`src/hdl/pmbsa_consts.vh`:
```
/*
 Constants of the serial slave with alert and pin-set address.
 Assumes 200 MHz core clock and an 8-bit per-pin resistor reading in kilohm units.
*/
`ifndef PMBSA_CONSTS_VH
`define PMBSA_CONSTS_VH

`define PMBSA_ARA_ADDR 7'h0c
`define PMBSA_CMD_CLEAR_FAULTS 8'h03
`define PMBSA_CMD_STORE_DEFAULT_ALL 8'h11
`define PMBSA_CMD_VOUT_MODE 8'h20
`define PMBSA_CMD_ARA_CFG 8'hd6
`define PMBSA_ARA_MODE_BIT 4
`define PMBSA_VOUT_MODE_VAL 8'h14
`define PMBSA_PEC_POLY 8'h07
`define PMBSA_STRETCH_MAX_CYC 23'h6acfc0

// Digit boundaries in kilohm
`define PMBSA_DIG_T1 8'h0c
`define PMBSA_DIG_T2 8'h13
`define PMBSA_DIG_T3 8'h1d
`define PMBSA_DIG_T4 8'h2d
`define PMBSA_DIG_T5 8'h44
`define PMBSA_DIG_T6 8'h69
`define PMBSA_DIG_T7 8'ha1

`endif

```
`src/hdl/pmbsa_slave.v`:
```
/*
 Serial management slave: addressing, bytes, stretch, check byte, alert.
 Assumes the device gives exp_len per command and answers rd_req on this clock.
*/
`timescale 1ns/1ps
`include "pmbsa_consts.vh"
module pmbsa_slave #(
   parameter [22:0] STRETCH_MAX_CYC = `PMBSA_STRETCH_MAX_CYC
) (
   input wire core_clk,
   input wire rst_n,
   input wire scl_in,
   output reg scl_out,
   output reg scl_oe,
   input wire sda_in,
   output reg sda_out,
   output reg sda_oe,
   output reg alert_out,
   output reg alert_oe,
   input wire [7:0] address_high_digit_pin,
   input wire [7:0] address_low_digit_pin,
   input wire fault_active,
   input wire [1:0] exp_len,
   output reg [7:0] cmd_code,
   output reg cmd_valid,
   output reg [15:0] cmd_word,
   output wire [10:0] cmd_mantissa,
   output wire [4:0] cmd_exponent,
   output reg store_default,
   output reg bad_frame,
   output reg rd_req,
   input wire rd_valid,
   input wire [15:0] rd_data,
   output reg alert_response_mode_config,
   output reg [6:0] slave_addr
);
   // ****************************************************************
   // States
   // ****************************************************************
   localparam [5:0] S_IDLE = 6'h01;
   localparam [5:0] S_RXB = 6'h02;
   localparam [5:0] S_ACK = 6'h04;
   localparam [5:0] S_HOLD = 6'h08;
   localparam [5:0] S_TXB = 6'h10;
   localparam [5:0] S_RACK = 6'h20;

   wire [1:0] bus_s;
   wire scl_s, sda_s;
   wire [7:0] crc;
   reg scl_q, sda_q;
   reg [5:0] state;
   reg [7:0] shreg;
   reg [3:0] bitcnt;
   reg first_byte, in_frame, is_read, is_ara;
   reg [2:0] byte_idx;
   reg [7:0] dbuf [0:2];
   reg [7:0] tx_sh;
   reg [2:0] tx_idx;
   reg [15:0] rd_word;
   reg [1:0] rd_len;
   reg [22:0] hold_cnt;
   reg data_ok, mack, fault_q, alert_clr, addr_taken, pec_clr, pec_upd;
   reg [7:0] pec_byte;

   // ****************************************************************
   // Pin sampling and bus events
   // ****************************************************************
   // Oversampling at 200 MHz covers either bus rate
   pmbsa_sync #(.W(2)) u_sync (
      .core_clk(core_clk),
      .rst_n(rst_n),
      .async_in({scl_in, sda_in}),
      .sync_out(bus_s)
   );

   assign scl_s = bus_s[1];
   assign sda_s = bus_s[0];

   wire scl_rise = scl_s & ~scl_q;
   wire scl_fall = ~scl_s & scl_q;
   wire bus_start = scl_s & scl_q & sda_q & ~sda_s;
   wire bus_stop = scl_s & scl_q & ~sda_q & sda_s;

   pmbsa_pec u_pec (
      .core_clk(core_clk),
      .rst_n(rst_n),
      .clear(pec_clr),
      .update(pec_upd),
      .data_in(pec_byte),
      .crc(crc)
   );

   // ****************************************************************
   // Address and data helpers
   // ****************************************************************
   function [2:0] digit_of;
      input [7:0] lvl;
      begin
         if (lvl < `PMBSA_DIG_T1) digit_of = 3'h0;
         else if (lvl < `PMBSA_DIG_T2) digit_of = 3'h1;
         else if (lvl < `PMBSA_DIG_T3) digit_of = 3'h2;
         else if (lvl < `PMBSA_DIG_T4) digit_of = 3'h3;
         else if (lvl < `PMBSA_DIG_T5) digit_of = 3'h4;
         else if (lvl < `PMBSA_DIG_T6) digit_of = 3'h5;
         else if (lvl < `PMBSA_DIG_T7) digit_of = 3'h6;
         else digit_of = 3'h7;
      end
   endfunction

   // One address at a time
   wire ara_active = alert_response_mode_config & alert_oe;
   wire addr_hit = ara_active ? (shreg == {`PMBSA_ARA_ADDR, 1'b1})
                              : (shreg[7:1] == slave_addr);
   wire vout_mode_cmd = (cmd_code == `PMBSA_CMD_VOUT_MODE);
   wire ara_cfg_cmd = (cmd_code == `PMBSA_CMD_ARA_CFG);
   wire [1:0] eff_len = (vout_mode_cmd | ara_cfg_cmd) ? 2'h1 : exp_len;
   wire [2:0] n_data = byte_idx - 3'h1;
   wire len_plain = (n_data == {1'b0, eff_len});
   wire len_pec = (n_data == ({1'b0, eff_len} + 3'h1));
   wire pec_good = len_pec & (crc == 8'h00);
   wire hold_done = is_ara | vout_mode_cmd | rd_valid | (hold_cnt == STRETCH_MAX_CYC);

   // Response bytes: data low byte first, then the check byte
   wire [7:0] tx_next = is_ara ? ((tx_idx == 3'h0) ? {slave_addr, 1'b0} :
                                  (tx_idx == 3'h1) ? crc : 8'hff) :
                        (tx_idx < {1'b0, rd_len}) ?
                           ((tx_idx == 3'h0) ? rd_word[7:0] : rd_word[15:8]) :
                        (tx_idx == {1'b0, rd_len}) ? crc : 8'hff;

   assign cmd_mantissa = cmd_word[10:0];
   assign cmd_exponent = cmd_word[15:11];

   // ****************************************************************
   // Address capture after reset
   // ****************************************************************
   // Read once; later pin noise cannot move the address
   always @(posedge core_clk) begin
      if (!rst_n) begin
         addr_taken <= 1'b0;
         slave_addr <= 7'h00;
      end else if (!addr_taken) begin
         addr_taken <= 1'b1;
         slave_addr <= {1'b0, digit_of(address_high_digit_pin),
                        digit_of(address_low_digit_pin)};
      end
   end

   // ****************************************************************
   // Alert latch
   // ****************************************************************
   // A new fault wins over a same-cycle clear
   always @(posedge core_clk) begin
      if (!rst_n) begin
         fault_q <= 1'b0;
         alert_oe <= 1'b0;
         alert_out <= 1'b0;
      end else begin
         fault_q <= fault_active;
         if (fault_active & ~fault_q) begin
            alert_oe <= 1'b1;
         end else if (alert_clr) begin
            alert_oe <= 1'b0;
         end
      end
   end

   // ****************************************************************
   // Byte engine
   // ****************************************************************
   always @(posedge core_clk) begin
      if (!rst_n) begin
         scl_q <= 1'b1;
         sda_q <= 1'b1;
         // Datapath registers are loaded before any use, so not reset
         state <= S_IDLE;
         in_frame <= 1'b0;
         is_read <= 1'b0;
         byte_idx <= 3'h0;
         alert_clr <= 1'b0;
         pec_clr <= 1'b0;
         pec_upd <= 1'b0;
         scl_out <= 1'b0;
         scl_oe <= 1'b0;
         sda_out <= 1'b0;
         sda_oe <= 1'b0;
         cmd_code <= 8'h00;
         cmd_valid <= 1'b0;
         cmd_word <= 16'h0000;
         store_default <= 1'b0;
         bad_frame <= 1'b0;
         rd_req <= 1'b0;
         alert_response_mode_config <= 1'b0;
      end else begin
         scl_q <= scl_s;
         sda_q <= sda_s;
         cmd_valid <= 1'b0;
         store_default <= 1'b0;
         bad_frame <= 1'b0;
         rd_req <= 1'b0;
         alert_clr <= 1'b0;
         pec_clr <= 1'b0;
         pec_upd <= 1'b0;
         if (bus_start) begin
            state <= S_RXB;
            bitcnt <= 4'h0;
            first_byte <= 1'b1;
            is_read <= 1'b0;
            byte_idx <= 3'h0;
            sda_oe <= 1'b0;
            scl_oe <= 1'b0;
            in_frame <= 1'b1;
            // Repeated start keeps the check byte running
            if (!in_frame) begin
               pec_clr <= 1'b1;
            end
         end else if (bus_stop) begin
            state <= S_IDLE;
            in_frame <= 1'b0;
            sda_oe <= 1'b0;
            scl_oe <= 1'b0;
            if (!is_read && byte_idx != 3'h0) begin
               if (len_plain | pec_good) begin
                  if (vout_mode_cmd) begin
                     bad_frame <= 1'b1;
                  end else begin
                     cmd_valid <= 1'b1;
                     cmd_word <= (eff_len == 2'h2) ? {dbuf[1], dbuf[0]} :
                                 (eff_len == 2'h1) ? {8'h00, dbuf[0]} : 16'h0000;
                     if (ara_cfg_cmd) begin
                        alert_response_mode_config <= dbuf[0][`PMBSA_ARA_MODE_BIT];
                     end
                     if (cmd_code == `PMBSA_CMD_CLEAR_FAULTS) begin
                        alert_clr <= 1'b1;
                     end
                     // Only this command commits settings
                     if (cmd_code == `PMBSA_CMD_STORE_DEFAULT_ALL) begin
                        store_default <= 1'b1;
                     end
                  end
               end else begin
                  bad_frame <= 1'b1;
               end
            end
         end else begin
            case (state)
               S_RXB: begin
                  if (scl_rise) begin
                     shreg <= {shreg[6:0], sda_s};
                     bitcnt <= bitcnt + 4'h1;
                  end else if (scl_fall && bitcnt == 4'h8) begin
                     if (first_byte) begin
                        if (addr_hit) begin
                           first_byte <= 1'b0;
                           is_read <= shreg[0];
                           is_ara <= ara_active;
                           sda_oe <= 1'b1;
                           state <= S_ACK;
                           pec_upd <= 1'b1;
                           pec_byte <= shreg;
                        end else begin
                           state <= S_IDLE;
                        end
                     end else begin
                        if (byte_idx == 3'h0) begin
                           cmd_code <= shreg;
                        end else if (byte_idx <= 3'h3) begin
                           dbuf[byte_idx[1:0] - 2'h1] <= shreg;
                        end
                        if (byte_idx != 3'h7) begin
                           byte_idx <= byte_idx + 3'h1;
                        end
                        sda_oe <= 1'b1;
                        state <= S_ACK;
                        pec_upd <= 1'b1;
                        pec_byte <= shreg;
                     end
                  end
               end
               S_ACK: begin
                  if (scl_fall) begin
                     sda_oe <= 1'b0;
                     bitcnt <= 4'h0;
                     if (is_read) begin
                        // Stretch until response data is ready
                        state <= S_HOLD;
                        scl_oe <= 1'b1;
                        hold_cnt <= 23'h000000;
                        tx_idx <= 3'h0;
                        data_ok <= 1'b0;
                        if (vout_mode_cmd) begin
                           rd_word <= {8'h00, `PMBSA_VOUT_MODE_VAL};
                           rd_len <= 2'h1;
                        end else begin
                           rd_len <= exp_len;
                           rd_req <= ~is_ara;
                        end
                     end else begin
                        state <= S_RXB;
                     end
                  end
               end
               S_HOLD: begin
                  hold_cnt <= hold_cnt + 23'h000001;
                  if (!data_ok) begin
                     if (hold_done) begin
                        data_ok <= 1'b1;
                        if (rd_valid) begin
                           rd_word <= rd_data;
                        end else if (!is_ara && !vout_mode_cmd) begin
                           // Give up at the stretch limit; all-ones marks no data
                           rd_word <= 16'hffff;
                        end
                     end
                  end else begin
                     tx_sh <= tx_next;
                     sda_oe <= ~tx_next[7];
                     pec_upd <= 1'b1;
                     pec_byte <= tx_next;
                     tx_idx <= 3'h1;
                     state <= S_TXB;
                  end
               end
               S_TXB: begin
                  // Free the clock a cycle after data is set
                  scl_oe <= 1'b0;
                  if (scl_fall) begin
                     if (bitcnt == 4'h7) begin
                        sda_oe <= 1'b0;
                        state <= S_RACK;
                     end else begin
                        // No arbitration: bits go out blind
                        tx_sh <= {tx_sh[6:0], 1'b0};
                        sda_oe <= ~tx_sh[6];
                        bitcnt <= bitcnt + 4'h1;
                     end
                  end
               end
               S_RACK: begin
                  if (scl_rise) begin
                     mack <= ~sda_s;
                  end else if (scl_fall) begin
                     if (mack) begin
                        tx_sh <= tx_next;
                        sda_oe <= ~tx_next[7];
                        pec_upd <= 1'b1;
                        pec_byte <= tx_next;
                        if (tx_idx != 3'h7) begin
                           tx_idx <= tx_idx + 3'h1;
                        end
                        bitcnt <= 4'h0;
                        state <= S_TXB;
                     end else begin
                        state <= S_IDLE;
                        // Alert read done: back to own address
                        if (is_ara) begin
                           alert_clr <= 1'b1;
                        end
                     end
                  end
               end
               default: begin
                  state <= S_IDLE;
               end
            endcase
         end
      end
   end
endmodule

```
`src/hdl/pmbsa_sync.v`:
```
/*
 Two-flop pin synchroniser.
 Assumes idle-high lines, so it resets high.
*/
`timescale 1ns/1ps
module pmbsa_sync #(
   parameter W = 2
) (
   input wire core_clk,
   input wire rst_n,
   input wire [W-1:0] async_in,
   output reg [W-1:0] sync_out
);
   reg [W-1:0] meta;

   always @(posedge core_clk) begin
      if (!rst_n) begin
         meta <= {W{1'b1}};
         sync_out <= {W{1'b1}};
      end else begin
         meta <= async_in;
         sync_out <= meta;
      end
   end
endmodule

```
`src/hdl/pmbsa_pec.v`:
```
/*
 CRC-8 check byte accumulator.
 Assumes one-cycle clear and update pulses.
*/
`timescale 1ns/1ps
`include "pmbsa_consts.vh"
module pmbsa_pec (
   input wire core_clk,
   input wire rst_n,
   input wire clear,
   input wire update,
   input wire [7:0] data_in,
   output reg [7:0] crc
);
   function [7:0] crc_byte;
      input [7:0] c;
      input [7:0] d;
      integer i;
      reg [7:0] r;
      begin
         r = c ^ d;
         for (i = 0; i < 8; i = i + 1) begin
            r = r[7] ? ((r << 1) ^ `PMBSA_PEC_POLY) : (r << 1);
         end
         crc_byte = r;
      end
   endfunction

   always @(posedge core_clk) begin
      if (!rst_n) begin
         crc <= 8'h00;
      end else if (clear) begin
         crc <= 8'h00;
      end else if (update) begin
         crc <= crc_byte(crc, data_in);
      end
   end
endmodule

```
`config.mk`:
```
export PLATFORM = sky130hd
export DESIGN_NAME = pmbsa_slave
export DESIGN_NICKNAME = d
export VERILOG_FILES = /design/src/hdl/pmbsa_slave.v /design/src/hdl/pmbsa_sync.v /design/src/hdl/pmbsa_pec.v
export VERILOG_INCLUDE_DIRS = /design/src /design/src/hdl
export SDC_FILE = /design/constraint.sdc
export NUM_CORES = 1
export LEC_CHECK = 0
export BUFFER_PORTS_ARGS = -buffer_cell sky130_fd_sc_hd__buf_4
export CAP_MARGIN = 5
export CELL_PAD_IN_SITES_DETAIL_PLACEMENT = 0
export CELL_PAD_IN_SITES_GLOBAL_PLACEMENT = 1
export CORE_MARGIN = 2
export CORE_UTILIZATION = 46
export DETAILED_ROUTE_END_ITERATION = 12
export PLACE_DENSITY_LB_ADDON = 0.25
export SYNTH_ARGS = -nofsm -noshare
export SYNTH_HDL_FRONTEND = slang
export SYNTH_SLANG_ARGS = --single-unit
export TNS_END_PERCENT = 10
```
`constraint.sdc`:
```
create_clock -name core_clk -period 4.5 [get_ports core_clk]
set_input_delay 0.45 -clock core_clk [delete_from_list [all_inputs] [get_ports core_clk]]
set_output_delay 0.45 -clock core_clk [all_outputs]
set_load 0.005 [all_outputs]
```
==> PnR_summary.wiki <==
{| class="wikitable"
! Metric !! Value
|-
| TritonCTS buffer count || 17
|-
| Synthesized area per cell || 10.2 µm²
|-
| Number of standard cells after synthesis || 816
|-
| Antenna violations before repair || 0
|-
| Vias || 6270
|-
| Post-DP HPWL || 14300 µm
|-
| DRT iter0 DRCs || 370
|-
| Period minus WS final || 3390 ps
|-
| Detailed Route WL || 19500 µm
|-
| Ratio of final minimum period to clock period || 0.754
|-
| Register bit count reported by yosys || 159
|-
| Area enclosed by the die boundary || 0.0192 mm²
|-
| Post-synth ARST share || 0
|-
| Hold WC Path Type || input pin to flop
|-
| Height of the chip || 138 µm
|-
| Crit path kind || flop to flop
|-
| Areal power density over the cells || 336 mW/mm²
|-
| Clock Skew || 11.5 ps
|-
| Via count of the first global-routing pass || 6093
|-
| Max-capacitance violation count || 0
|-
| Relative slew margins || 0.244
|-
| Standard-cell row count || 49
|-
| Clock-pin slew on the worst setup and hold paths || 60 ps
|-
| CP max FO || 19
|-
| Maximum ir drop on the vdd rail || 0.000256 V
|-
| Max Transition Viols Final || 0
|-
| Placed Cells || 1090
|-
| Final Hold Fails || 0
|-
| Post-synthesis cell type count || 77
|-
| Total global routing track utilization || 0.204
|-
| Final net count || 940
|-
| EDFF count, synth || 91
|-
| Commonest non-fill, non-tap cell in the layout || sky130_fd_sc_hd__buf_4
|-
| Antenna diode count || 0
|-
| Top Ports || just under 100
|-
| Area of placed instances || 0.00906 mm²
|-
| Effective utilization at floorplan || 0.466
|-
| Cell area after layout || 0.00973 mm²
|-
| Final setup fails || 0
|-
| Worst-case clock buffer depth || 2
|-
| Critical Path Start Type || flop
|-
| Number of clock sinks || 159
|-
| Power Total || 3.27 mW
|-
| Non-Filler Instances || around 1.1k
|-
| GR Overflow Total || 0
|-
| Chip Width || 138 µm
|-
| Global-route wire length before repair || 31500 µm
|-
| Number of instances resized during post-cts repair || 0
|-
| Setup repair after global routing missed its margin || false
|-
| Worst-Margin Slew || 1130 ps
|-
| Hold buffer count at cts || 0
|-
| Setup bufs post-CTS || 0
|-
| Proportion of layout cells with a drive suffix above 1 || 0.193
|-
| CTS tree || built
|-
| Vias per std cell || between 5 and 6
|-
| Yosys synthesis warning count || 0
|-
| Result of the run || finished, final reports clean
|-
| CP Data Arrival Time || 3740 ps
|-
| Routed length per placed instance || 17.4 µm
|-
| H-tree depth reported by CTS || 4
|-
| Mapped cell area || between 0.008 and 0.009 mm²
|-
| Total core area || about 0.018 mm²
|-
| RD Place Congestion || 0.927
|-
| Cell chosen for the clock root || sky130_fd_sc_hd__clkbuf_16
|-
| Maximum operating frequency || 295 MHz
|-
| Number of antenna-violating nets in the routed design || 0
|-
| PortBufs || 93
|-
| Source-to-sink clock delay at the later pin of the worst-skew pair || 430 ps
|-
| Setup Total Neg Slack || 0 ps
|-
| Largest net degree at the start of global routing || 56
|-
| Most frequent cells in the layout || sky130_fd_sc_hd__buf_4, sky130_fd_sc_hd__edfxtp_1, sky130_fd_sc_hd__nor2_1
|-
| Most used flip-flop cell after synthesis || sky130_fd_sc_hd__edfxtp_1
|-
| Detailed Routing Iterations Pass 1 || 7
|-
| Static leakage || between 3 and 4 nW
|-
| Number of remaining DRC errors || 0
|-
| Synthesis-to-layout area growth || 17.0%
|-
| Fraction of the yosys area taken by sequential cells || 0.492
|-
| Nature of the critical path endpoint || flop
|-
| Required time reported for the critical path endpoint || roughly 4900 ps
|}
==> sequential cells by signal (all words and copies together), names as in the netlist, 2 cells and up <==
signal,cells
cmd_code,8
pec_byte,8
u_pec.crc,8
u_sync.sync_out,2
shreg,8
state,6
dbuf,16
u_sync.meta,2
cmd_word,16
rd_word,16
tx_idx,3
slave_addr,6
bitcnt,4
byte_idx,3
rd_len,2
hold_cnt,23
tx_sh,7
==> worst max-delay path, cell delays in order (launching register included) <==
cell,delay [ps]
sky130_fd_sc_hd__dfxtp_1,360
sky130_fd_sc_hd__nor4_4,360
sky130_fd_sc_hd__nand2_1,200
sky130_fd_sc_hd__nand3b_1,210
sky130_fd_sc_hd__ha_1,270
sky130_fd_sc_hd__xnor2_1,180
sky130_fd_sc_hd__nand4_1,120
sky130_fd_sc_hd__nor4_1,280
sky130_fd_sc_hd__a21oi_1,160
sky130_fd_sc_hd__o32ai_4,890
sky130_fd_sc_hd__mux2i_1,280
==> through the flow <==
stage | hold WS, ps | utilization | setup slack (ps)
2_1_floorplan | 386 | - | 1190
3_3_place_gp | 411 | 0.508 | 1280
3_5_place_dp | 407 | 0.508 | 1120
4_1_cts | 192 | 0.545 | 1120
5_1_grt | 195 | 0.545 | 895
6_report | 207 | 0.545 | 1110
==> cell type report <==
| type | count | area (µm²) |
|---|---|---|
| clock buffer | 25 | 551 |
| inverter | 39 | 146 |
| tap | 229 | 287 |
| fill | 1574 | 8110 |
| sequential | 159 | 4090 |
| clock inverter | 7 | 116 |
| timing repair buffer | 98 | 736 |
| multi-input combinational | 565 | 3800 |
==> report_power, final <==
part	switching, mW	internal (mW)
registers	0.0125	1.53
clock network	0.578	1.02
logic	0.0705	0.0586
==> logic make-up after synthesis <==
logic type | after synthesis | share of synthesized area
AO/OA/AOI/OAI | 127 | 0.100
XOR/XNOR | 59 | 0.0654
adder cells (fa/ha/maj) | 20 | 0.0301
buffers and inverters | 95 | 0.0557
flip-flops | 159 | 0.492
multiplexers | 41 | 0.0511
other | 1 | 0.000451
AND/OR/NAND/NOR | 314 | 0.205
==> path summary, 6_finish.rpt <==
path | from | end | slack (ps) | cells after the start
setup / recovery | cmd_code[6]$_SDFFE_PN0P_ | cmd_word[0]$_SDFFE_PN0P_ | 1110 | 10
hold / removal | scl_in | u_sync.meta[1]$_SDFF_PN1_ | 210 | 2
setup reg to reg | cmd_code[6]$_SDFFE_PN0P_ | cmd_word[0]$_SDFFE_PN0P_ | 1110 | 10
hold reg to reg | u_sync.meta[1]$_SDFF_PN1_ | u_sync.sync_out[1]$_SDFF_PN1_ | 420 | 1
==> synthesized netlist by cell type (7+ instances only) <==
| cell type | number | area share |
|---|---|---|
| sky130_fd_sc_hd__mux2_2 | 12 | 0.016 |
| sky130_fd_sc_hd__inv_1 | 38 | 0.017 |
| sky130_fd_sc_hd__o221a_2 | 7 | 0.0095 |
| sky130_fd_sc_hd__nor2_1 | 71 | 0.032 |
| sky130_fd_sc_hd__mux2i_1 | 29 | 0.035 |
| sky130_fd_sc_hd__a21oi_1 | 37 | 0.022 |
| sky130_fd_sc_hd__nor2b_1 | 16 | 0.012 |
| sky130_fd_sc_hd__xor2_1 | 34 | 0.036 |
| sky130_fd_sc_hd__or3_1 | 8 | 0.0060 |
| sky130_fd_sc_hd__and2_1 | 13 | 0.0098 |
| sky130_fd_sc_hd__nand4_1 | 7 | 0.0053 |
| sky130_fd_sc_hd__dfxtp_1 | 68 | 0.16 |
| sky130_fd_sc_hd__clkbuf_1 | 23 | 0.010 |
| sky130_fd_sc_hd__a211oi_1 | 12 | 0.011 |
| sky130_fd_sc_hd__nor4_1 | 15 | 0.011 |
| sky130_fd_sc_hd__nand2_1 | 70 | 0.032 |
| sky130_fd_sc_hd__ha_1 | 20 | 0.030 |
| sky130_fd_sc_hd__xnor2_1 | 23 | 0.024 |
| sky130_fd_sc_hd__edfxtp_1 | 91 | 0.33 |
| sky130_fd_sc_hd__buf_4 | 21 | 0.019 |
| sky130_fd_sc_hd__nand3_1 | 41 | 0.025 |
| sky130_fd_sc_hd__nand2b_1 | 11 | 0.0083 |
| sky130_fd_sc_hd__o21ai_0 | 31 | 0.019 |
| sky130_fd_sc_hd__and3_1 | 10 | 0.0075 |
==> per-layer routing <==
| layer | vias up | part of all wire | wire (µm) | global-route usage |
|---|---|---|---|---|
| met5 | - | 0 | 0 | 0 |
| met1 | 3025 | 0.44 | 8610 | 0.265 |
| met2 | 191 | 0.48 | 9410 | 0.342 |
| li1 | 3027 | - | - | - |
| met3 | 27 | 0.059 | 1150 | 0.0492 |
| met4 | 0 | 0.016 | 309 | 0.0580 |
Power figures use the tool's default switching activity.
